===== config.mk =====
export PLATFORM = sky130hd
export DESIGN_NAME = bank_selector_block
export DESIGN_NICKNAME = d
export VERILOG_FILES = /design/src/selector_pkg.sv /design/src/bank_selector_block.sv
export SDC_FILE = /design/constraint.sdc
export NUM_CORES = 1
export LEC_CHECK = 0
export ABC_AREA = 1
export BUFFER_PORTS_ARGS = -buffer_cell sky130_fd_sc_hd__buf_2
export CAP_MARGIN = 20
export CORE_UTILIZATION = 56
export CTS_BUF_LIST = sky130_fd_sc_hd__clkbuf_16
export DETAILED_ROUTE_END_ITERATION = 16
export PLACE_DENSITY = 0.88
export SYNTH_ARGS = -nofsm -noshare
export SYNTH_HDL_FRONTEND = slang
export SYNTH_SLANG_ARGS = --single-unit
export TNS_END_PERCENT = 100

===== constraint.sdc =====
create_clock -name clock -period 3.5 [get_ports clock]
set_input_delay 0.7 -clock clock [delete_from_list [all_inputs] [get_ports clock]]
set_output_delay 0.7 -clock clock [all_outputs]
set_load 0.02 [all_outputs]

===== src/selector_pkg.sv =====
// constants and carrier types for the parameter bank selector
package selector_pkg;

  localparam int NUM_BANKS = 8;
  localparam int BANK_IDX_W = 4;
  localparam int STAMP_W = 32;

  // event condition positions inside the monitored condition vector
  localparam int COND_ENABLED = 0;
  localparam int COND_REQUEST = 8;
  localparam int COND_ACTIVE = 16;
  localparam int COND_REMOTE = 24;
  localparam int COND_LOCAL = 25;
  localparam int COND_FORCE = 26;
  localparam int COND_FAIL_NOTCFG = 27;
  localparam int COND_FAIL_FORCE = 28;
  localparam int COND_FAIL_LOWPRIO = 29;
  localparam int COND_W = 30;

  // bank number 0 means no bank requested
  localparam logic [BANK_IDX_W-1:0] BANK_NONE = 4'h0;
  // parameter_bank_one is active after reset and is always a used bank
  localparam logic [NUM_BANKS-1:0] BANK_ONE_MASK = 8'h01;
  localparam logic [NUM_BANKS-1:0] RESET_ACTIVE = 8'h01;
  localparam logic [STAMP_W-1:0] RESET_STAMP = 32'h0000_0000;

  // per event type storage choice: bit 0 keeps assertion, bit 1 keeps deassertion
  localparam int MODE_ON_BIT = 0;
  localparam int MODE_OFF_BIT = 1;

  typedef logic [1:0] mode_type;

  typedef struct packed {
    logic                 valid;
    logic [COND_W-1:0]    on;
    logic [COND_W-1:0]    off;
    logic [STAMP_W-1:0]   stamp;
  } event_type;

endpackage : selector_pkg

===== src/bank_selector_block.sv =====
// parameter bank selector with prioritised requests, remote, local and forced change, events
//
// Behaviour
// bank one held by coil status; once dropped, bank two takes over.
// selection stays after a request ends; bank one returns only on request.
// bank two held with temporary bank one request returns to bank two.
// request inputs accept any combination of internal signals or digital inputs.
// every change of a monitored condition produces an event of this block.
// per event type, assertion, deassertion or both are stored by configuration.
// each event carries the time stamp of its triggering transition.
// remote change request produces assertion and deassertion events.
// local change request produces assertion and deassertion events.
// request to an unused bank is rejected with failure event, then cleared.
// forced change without force enable is rejected with failure event.
// request refused by higher priority holder raises lower priority failure event.
// per bank enabled, request and active events for all eight banks.
// force enable turning on and off produces events.
// requests rank by index; bank one highest, higher pending wins.
// static held request blocks lower ones; inputs may also be pulsed.
// remote change cannot activate bank below one held by a request signal.
// forced selection overrides requests only while force enable is set.
`timescale 1ns/1ps

module bank_selector_block
(
  input  wire logic                                    clock,
  input  wire logic                                    rst,
  input  wire logic [selector_pkg::NUM_BANKS-1:0]      bank_req,
  input  wire logic [selector_pkg::NUM_BANKS-1:0]      used_banks,
  input  wire logic [selector_pkg::BANK_IDX_W-1:0]     remote_bank,
  input  wire logic                                    local_strobe,
  input  wire logic [selector_pkg::BANK_IDX_W-1:0]     local_bank,
  input  wire logic                                    force_enable,
  input  wire logic [selector_pkg::BANK_IDX_W-1:0]     force_bank,
  input  wire selector_pkg::mode_type [selector_pkg::COND_W-1:0] event_mode,
  output logic      [selector_pkg::NUM_BANKS-1:0]      active_bank,
  output selector_pkg::event_type                      event_out
);
  import selector_pkg::*;

  logic [NUM_BANKS-1:0]  active_ff, nxt_active;
  logic [BANK_IDX_W-1:0] remote_prev_ff, nxt_remote_prev;
  logic [BANK_IDX_W-1:0] force_prev_ff, nxt_force_prev;
  logic [NUM_BANKS-1:0]  req_prev_ff, nxt_req_prev;
  logic                  fail_notcfg_ff, nxt_fail_notcfg;
  logic                  fail_force_ff, nxt_fail_force;
  logic                  fail_low_ff, nxt_fail_low;
  logic [COND_W-1:0]     cond_ff, nxt_cond;
  logic                  primed_ff, nxt_primed;
  logic [STAMP_W-1:0]    time_ff, nxt_time;
  event_type             ev_ff, nxt_ev;

  logic [NUM_BANKS-1:0]  used_eff;
  logic                  held_any, held_any_prev, held_edge;
  logic [2:0]            held_idx, held_idx_prev;
  logic                  rem_new, loc_new, force_new, forcing;
  logic [2:0]            rem_idx, loc_idx, force_idx;
  logic [COND_W-1:0]     cond_now;
  // per bit results kept apart so the event word has a single writer
  logic [COND_W-1:0]     ev_on_bits;
  logic [COND_W-1:0]     ev_off_bits;

  // lowest set bit wins: bank one has the highest priority
  function automatic logic [2:0] top_bank(input logic [NUM_BANKS-1:0] req);
    logic [2:0] idx;
    idx = 3'h0;
    for (int i = NUM_BANKS - 1; i >= 0; i--)
    begin
      if (req[i])
        idx = 3'(i);
    end
    return idx;
  endfunction : top_bank

  function automatic logic [NUM_BANKS-1:0] onehot(input logic [2:0] idx);
    return NUM_BANKS'(1) << idx;
  endfunction : onehot

  // request events are derived from these inputs, combined outside the block
  always_comb
  begin
    used_eff = used_banks | BANK_ONE_MASK;
    held_any = |bank_req;
    held_idx = top_bank(bank_req);
    held_any_prev = |req_prev_ff;
    held_idx_prev = top_bank(req_prev_ff);
    // pulses and fresh holders both show as a change of the top request
    held_edge = held_any && (!held_any_prev || held_idx != held_idx_prev);
    rem_idx = 3'(remote_bank - 4'h1);
    loc_idx = 3'(local_bank - 4'h1);
    force_idx = 3'(force_bank - 4'h1);
    rem_new = (remote_bank != BANK_NONE) && (remote_bank != remote_prev_ff);
    loc_new = local_strobe && (local_bank != BANK_NONE);
    force_new = (force_bank != BANK_NONE) && (force_bank != force_prev_ff);
    forcing = force_enable && (force_bank != BANK_NONE);
  end

  // bank selection and rejection
  always_comb
  begin
    nxt_active = active_ff;
    nxt_fail_notcfg = 1'b0;
    nxt_fail_force = 1'b0;
    nxt_fail_low = 1'b0;
    nxt_req_prev = bank_req;
    nxt_remote_prev = remote_bank;
    nxt_force_prev = force_bank;
    if (force_new && !force_enable)
      nxt_fail_force = 1'b1;
    if (forcing)
    begin
      // force wins over every request while enabled with a force bank given
      if (used_eff[force_idx])
        nxt_active = onehot(force_idx);
      else if (force_new)
        nxt_fail_notcfg = 1'b1;
      if (rem_new || loc_new)
        nxt_fail_low = 1'b1;
    end
    else if (held_edge)
    begin
      // top held request decides; bank two returns when bank one drops
      if (used_eff[held_idx])
        nxt_active = onehot(held_idx);
      else
        nxt_fail_notcfg = 1'b1;
      if ((rem_new && rem_idx >= held_idx) || (loc_new && loc_idx >= held_idx))
        nxt_fail_low = 1'b1;
    end
    else if (rem_new || loc_new)
    begin
      // a held input blocks requests of equal or lower priority
      if (held_any && ((rem_new && rem_idx >= held_idx) ||
                       (loc_new && loc_idx >= held_idx)))
        nxt_fail_low = 1'b1;
      else if (rem_new && used_eff[rem_idx])
        nxt_active = onehot(rem_idx);
      else if (!rem_new && used_eff[loc_idx])
        nxt_active = onehot(loc_idx);
      else
        nxt_fail_notcfg = 1'b1;
    end
    // otherwise the last selection simply stays
  end

  // monitored conditions; a failure level lasts one cycle, or as long as a refused local_strobe stays set, giving on then off
  always_comb
  begin
    cond_now = '0;
    cond_now[COND_ENABLED +: NUM_BANKS] = used_eff;
    cond_now[COND_REQUEST +: NUM_BANKS] = bank_req;
    cond_now[COND_ACTIVE +: NUM_BANKS] = active_ff;
    cond_now[COND_REMOTE] = remote_bank != BANK_NONE;
    cond_now[COND_LOCAL] = local_strobe;
    cond_now[COND_FORCE] = force_enable;
    cond_now[COND_FAIL_NOTCFG] = fail_notcfg_ff;
    cond_now[COND_FAIL_FORCE] = fail_force_ff;
    cond_now[COND_FAIL_LOWPRIO] = fail_low_ff;
    nxt_cond = cond_now;
    nxt_primed = 1'b1;
    nxt_time = time_ff + STAMP_W'(1);
  end

  // per event filtering; the first cycle after reset only primes the history
  generate
    for (genvar g = 0; g < COND_W; g++)
    begin : g_event
      assign ev_on_bits[g] = primed_ff && cond_now[g] && !cond_ff[g] &&
                             event_mode[g][MODE_ON_BIT];
      assign ev_off_bits[g] = primed_ff && !cond_now[g] && cond_ff[g] &&
                              event_mode[g][MODE_OFF_BIT];
    end
  endgenerate

  // every change seen in one cycle shares that cycle's stamp
  always_comb
  begin
    nxt_ev.on = ev_on_bits;
    nxt_ev.off = ev_off_bits;
    nxt_ev.valid = |ev_on_bits || |ev_off_bits;
    nxt_ev.stamp = time_ff;
  end

  always_ff @(posedge clock)
  begin
    if (rst)
    begin
      active_ff <= RESET_ACTIVE;
      remote_prev_ff <= BANK_NONE;
      force_prev_ff <= BANK_NONE;
      req_prev_ff <= '0;
      fail_notcfg_ff <= 1'b0;
      fail_force_ff <= 1'b0;
      fail_low_ff <= 1'b0;
    end
    else
    begin
      active_ff <= nxt_active;
      remote_prev_ff <= nxt_remote_prev;
      force_prev_ff <= nxt_force_prev;
      req_prev_ff <= nxt_req_prev;
      fail_notcfg_ff <= nxt_fail_notcfg;
      fail_force_ff <= nxt_fail_force;
      fail_low_ff <= nxt_fail_low;
    end
  end

  always_ff @(posedge clock)
  begin
    if (rst)
    begin
      cond_ff <= '0;
      primed_ff <= 1'b0;
      time_ff <= RESET_STAMP;
      ev_ff <= '0;
    end
    else
    begin
      cond_ff <= nxt_cond;
      primed_ff <= nxt_primed;
      time_ff <= nxt_time;
      ev_ff <= nxt_ev;
    end
  end

  assign active_bank = active_ff;
  assign event_out = ev_ff;
endmodule : bank_selector_block


### Yosys cells after proc, flatten, opt, wreduce, memory -nomap -nowiden

Cells that the tools add are included.

* magnitude comparators: 6
* reductions and logical operators: 262
* equal/unequal tests: 6
* add/sub/neg operators: 4
* shift-type cells: 4
* muxes and demuxes: 50

Operator list (count)
* 1-bit logical AND: 187
* 8-bit two-way mux: 8
* 1-bit zero test: 61
* 3-bit two-way mux: 16
* 32-bit by 1-bit adder with 32-bit output (second input constant): 1
* 1-bit by 3-bit left shift with 8-bit output (first input constant): 4
* 30-bit OR reduction: 1
* 29-bit OR reduction: 1
* 1-bit two-way mux: 22
* 3-bit by 4-bit < comparator with 1-bit output (second input constant): 4
* 4-bit nonzero test: 4
* 8-bit OR reduction: 2
* 1-bit binary-select mux with 3-bit select: 4
* 3-bit by 1-bit subtractor with 3-bit output (second input constant): 3
* 4-bit inequality test: 2
* 3-bit >= comparator: 2
* 5-bit AND reduction: 1
* 1-bit logical OR: 4
* 3-bit by 1-bit inequality test with 1-bit output (second input constant): 1
* 3-bit inequality test: 1
* 3-bit inequality test (second input constant): 1
* 3-bit nonzero test: 1
* 2-bit by 1-bit inequality test with 1-bit output (second input constant): 1

* output and inout port bits: 101
* register bits: 183

### Depth between registers and ports, before layout

* depth after elaboration: 16
* gate-level depth with buffers: 21
* depth with buffers taken out: 21

### Least setup slack after synthesis

Ideal clock, no wire load.

* path kind: input-to-reg
* start point: input port bank_req[6] in the netlist's numbering
* end point: register active_ff[4], in the netlist active_bank[4]
* data required time: 3.442 ns
* setup time: 0.058 ns
* arrival: 2.465 ns
* buffers on the path: 0
* path slack: 0.977 ns
* cell stages on the path: 21
* path through: inv_2 > nand2_1 > nand2_1 > nand2_1 > nand2_1 > nand2_2 > a21oi_2 > ha_1 > inv_1 > nand2_1 > a21oi_1 > nor2_1 > o21ai_0 > nand2_1 > nand2_1 > nand3_2 > nand3_2 > nand3_4 > nor2_4 > nand3_1 > nand2_1

* longest elaborated chain between the ends: 13

RTL lines
* start, declared: RTL line bank_selector_block.sv:28 `input wire logic [selector_pkg::NUM_BANKS-1:0] bank_req,`
* 3-bit two-way mux (7 in series): RTL line bank_selector_block.sv:69 `if (req[i])`
* 3-bit >= comparator, on equally long branches: RTL line bank_selector_block.sv:133, bank_selector_block.sv:134
* 1-bit logical AND, on equally long branches: RTL line bank_selector_block.sv:133, bank_selector_block.sv:134
* 1-bit logical OR: RTL line bank_selector_block.sv:133 `if (held_any && ((rem_new && rem_idx >= held_idx) ||`
* 1-bit logical AND: RTL line bank_selector_block.sv:133
* 3-bit inequality test (no line)
* 5-bit AND reduction (no line)
* end signal, assigned: RTL line bank_selector_block.sv:198 `active_ff <= nxt_active;`
* end, declared: RTL line bank_selector_block.sv:41 `logic [NUM_BANKS-1:0] active_ff, nxt_active;`

Parallel ways exist; a longest one is shown, timed or not. The select of a mux whose other input is x is not followed.
A chain may end at the register's enable or synchronous reset.

### Final worst setup path

* start point: input port bank_req[6] in the netlist's numbering
* end point: register active_ff[1], in the netlist active_bank[1]

The elaborated chain is that of the path after synthesis.

==> qor.csv <==
metric,value,unit
status,"finished, final reports clean",
Layout fillers,1002,
Reg-to-Reg Start,cond_ff[0],
CP Class,in2reg,
crit end category,flop,
DR WL/cell,14.9,um
H-Tree Depth,4,
crit path from,bank_req[6],
hpwl dp,13.9,mm
cts hold-fix bufs,0,
initial antenna violation count,0,
WP data required,3.87,ns
Iter 0 DRT Violations,711,
Post-Synth Adder-Cell Area,1.93,%
Finish-stage setup viols,0,
die height,115,um
Num Clock Sinks,172,
die width,115,um
Synth Instances,920,
mux share of post-synthesis cell area,0,%
Post-Synth XOR/XNOR Area,1.58,%
largest family of logic cells by synthesized area,simple AND/OR/NAND/NOR gates,
"Reg clk slew, reported paths",0.06,ns
crit path buf inv count,3,
Slowest Stage Delay on Critical Path,0.28,ns
post-synthesis compound-gate area fraction,4.97,%
total CTS buffers,17,
nets,1195,
Post-Syn Area,0.00713,mm2
Worst Path Arrival,3.07,ns
num rows,40,
Most common cell on crit path,nand2_1,
sequential-to-total area share from yosys stat,48.3,%
period utilisation layout,77.2,%
# diodes,0,
mean post-synth cell area,7.75,um2
Hold Crit Class,reg2reg,
Worst path depth,22,
Root Buffer,clkbuf_16,
IO Pins,193,
via count of the routed design,6743,
clk_skew,0.0116,ns
DRC errors left,0,
CORE AREA,0.0122,mm2
async set-reset flop share out of synthesis,0,%
total grt overflow,0,
end of the critical path,active_bank[1],
crit path max fanout,10,
CTS resizes,0,
clk buf depth,2,
Fin Setup TNS,0,ns
top post-synthesis cells by area,"dfxtp_1, nor2_1, nand2_1",
"Hold Vio Cnt, Final",0,
"Power, Total",4.30,mW
vias per cell,5.31,
Startpoint Class,input pin,
initial core utilization,58.4,%
Fmax achieved,0.370,GHz
full die area,0.0132,mm2
Total Wirelength,18.9,mm
Seq cells post-synth,172,
vias in the first global route,6237,
Slew headroom,44.8,%
number of synthesis warnings,0,
max-cap violations,0,
TritonCTS clock tree,built,
Area Growth Syn to Fin,21.7,%
"Cell Chain, Critical Path",buf_2 > inv_2 > nand2_1 > nand2_1 > nand2_1 > nand2_1 > nand2_2 > a21oi_2 > ha_1 > inv_1 > nand2_1 > a21oi_1 > nor2_1 > o21ai_0 > nand2_1 > nand2_1 > nand3_2 > nand3_2 > nand3_4 > nor2_4 > nand3_1 > nand2_1,
first-pass GRT wire length,30.0,mm
min Tclk post-route,2.70,ns
simple-gate share of the synthesized area,33.3,%
Worst Tran Pin Value,0.827,ns
fraction of layout cells with a size suffix above 1,25.2,%
ys flop type,dfxtp_1,
post-synth cell types,45,
Cell Pwr Density,495,mW/mm2
reg2reg end,event_out[92],
"area leader, netlist",dfxtp_1,
CP top delay family,simple AND/OR/NAND/NOR gates,
flop2flop setup slack,0.98,ns
Post-synth EDFFs,0,
Setup Buffers After CTS,0,
share of the synthesized area in the top cell type,48.3,%
DRT Pass-1 Iters,6,
Crit-path slowest cell,ha_1,
Detail Route Antenna Nets,0,
RSZ-0062 raised after global routing,false,
leakage,4.31,nW
Hold WS,0.446,ns
GR Util All Layers,29.7,%
worst skew pair latency,0.43,ns
largest net degree at the start of global routing,123,
Worst R2R Path Depth,6,
final slew viol count,0,
Final Wtd Congestion,0.951,
VDD IR max,0.280,mV
I/O Buffers,187,
[power by group]
group | internal (mW) | total (mW) | switching [mW]
clock network | 1.02 | 1.76 | 0.739
registers | 2.01 | 2.04 | 0.0300
logic | 0.168 | 0.495 | 0.328
[worst reg2reg max path, stage by stage, from the launching register on]
cell and delay, ns:
dfxtp_1 0.86, inv_1 0.48, nor3_1 0.52, inv_1 0.14, nand4_1 0.12, nor3_1 0.07, a41oi_1 0.24
[registers in the layout, summed over array words and instances, names as in the netlist, 4 cells and up]
name,flops
active_bank,8
time_ff,32
force_prev_ff,4
event_out,91
remote_prev_ff,4
cond_ff,23
req_prev_ff,7
[final cells by class]
type / instances / area, um2 / area share [%]
tap: 168 / 210 / 2.42
multi-input combinational: 574 / 2990 / 34.4
clock inverter: 13 / 113 / 1.30
timing repair buffer: 189 / 978 / 11.3
inverter: 138 / 518 / 5.97
sequential: 172 / 3440 / 39.7
clock buffer: 17 / 425 / 4.90
[stage by stage]
stage	instances	area (um2)	utilization, %	setup WS [ns]
CTS	1271	8670	71.0	0.830
global route	1271	8670	71.0	0.621
detailed placement	1241	8140	66.6	0.417
finish	1271	8670	71.0	0.797
global placement	1241	8140	66.6	0.466
floorplan	921	7130	-	0.977
[cells in the final DEF, fill, tap and decap left out, drive strengths merged]
master	netlist	routed
buf	14	189
nor2	181	181
dfxtp	172	172
nand2	146	146
inv	138	143
nand4	56	56
nand3	46	46
nor3	42	42
a21oi	26	26
o21ai	25	25
clkbuf	23	17
ha	11	11
xor2	9	9
clkinv	0	6
nor3b	6	6
nor4	4	4
a31oi	4	4
xnor2	3	3
o211ai	3	3
o21a	2	2
or2	2	2
conb	1	2
bufinv	0	2
nand3b	2	2
a211oi	1	1
a221oi	1	1
a21o	1	1
a41oi	1	1
[routing by layer]
metal  share of wire [%]  vias to the layer above  track usage, %
met1                  40                     3044            35.2
met4                 4.9                        0            18.5
met5                   0                        -               0
met2                  46                      350            47.6
met3                 8.7                       82            8.33
li1                    -                     3267               -
[worst min-delay path by stage]
stage	startpoint	end	slack, ns	cells past startpoint
2_1_floorplan	time_ff[12]	event_out[12]	0.42	2
3_5_place_dp	fail_notcfg_ff	cond_ff[27]	0.44	2
3_3_place_gp	time_ff[0]	time_ff[0]	0.43	1
5_1_grt	time_ff[12]	event_out[12]	0.47	2
4_1_cts	fail_notcfg_ff	cond_ff[27]	0.45	2
6_report	time_ff[12]	event_out[12]	0.45	2
[synth_stat cells, types with 2 or more instances]
| master | n |
|---|---|
| nand4_1 | 53 |
| dfxtp_1 | 172 |
| nor3b_2 | 3 |
| nor3_4 | 2 |
| nor4_1 | 4 |
| inv_2 | 22 |
| nand3_2 | 4 |
| nor3_2 | 2 |
| o21ai_0 | 19 |
| nand4_2 | 3 |
| o21ai_1 | 6 |
| buf_2 | 2 |
| o21a_1 | 2 |
| clkbuf_1 | 23 |
| nand2_4 | 5 |
| buf_4 | 10 |
| inv_1 | 116 |
| ha_1 | 11 |
| xor2_1 | 8 |
| nor2_1 | 173 |
| nand2_1 | 128 |
| o211ai_1 | 3 |
| nor2_4 | 6 |
| nor3b_1 | 3 |
| or2_1 | 2 |
| nor3_1 | 38 |
| nand2_2 | 13 |
| a21oi_1 | 25 |
| nand3_4 | 2 |
| xnor2_1 | 3 |
| a31oi_1 | 4 |
| nand3_1 | 40 |
[logic make-up after synthesis]
logic type | Yosys count
simple gates | 485
buf+inv | 175
flops | 172
compound gates | 64
xor+xnor | 12
fa+ha+maj | 11
other cells | 1
Note: power is estimated with default switching activity, not from simulation.
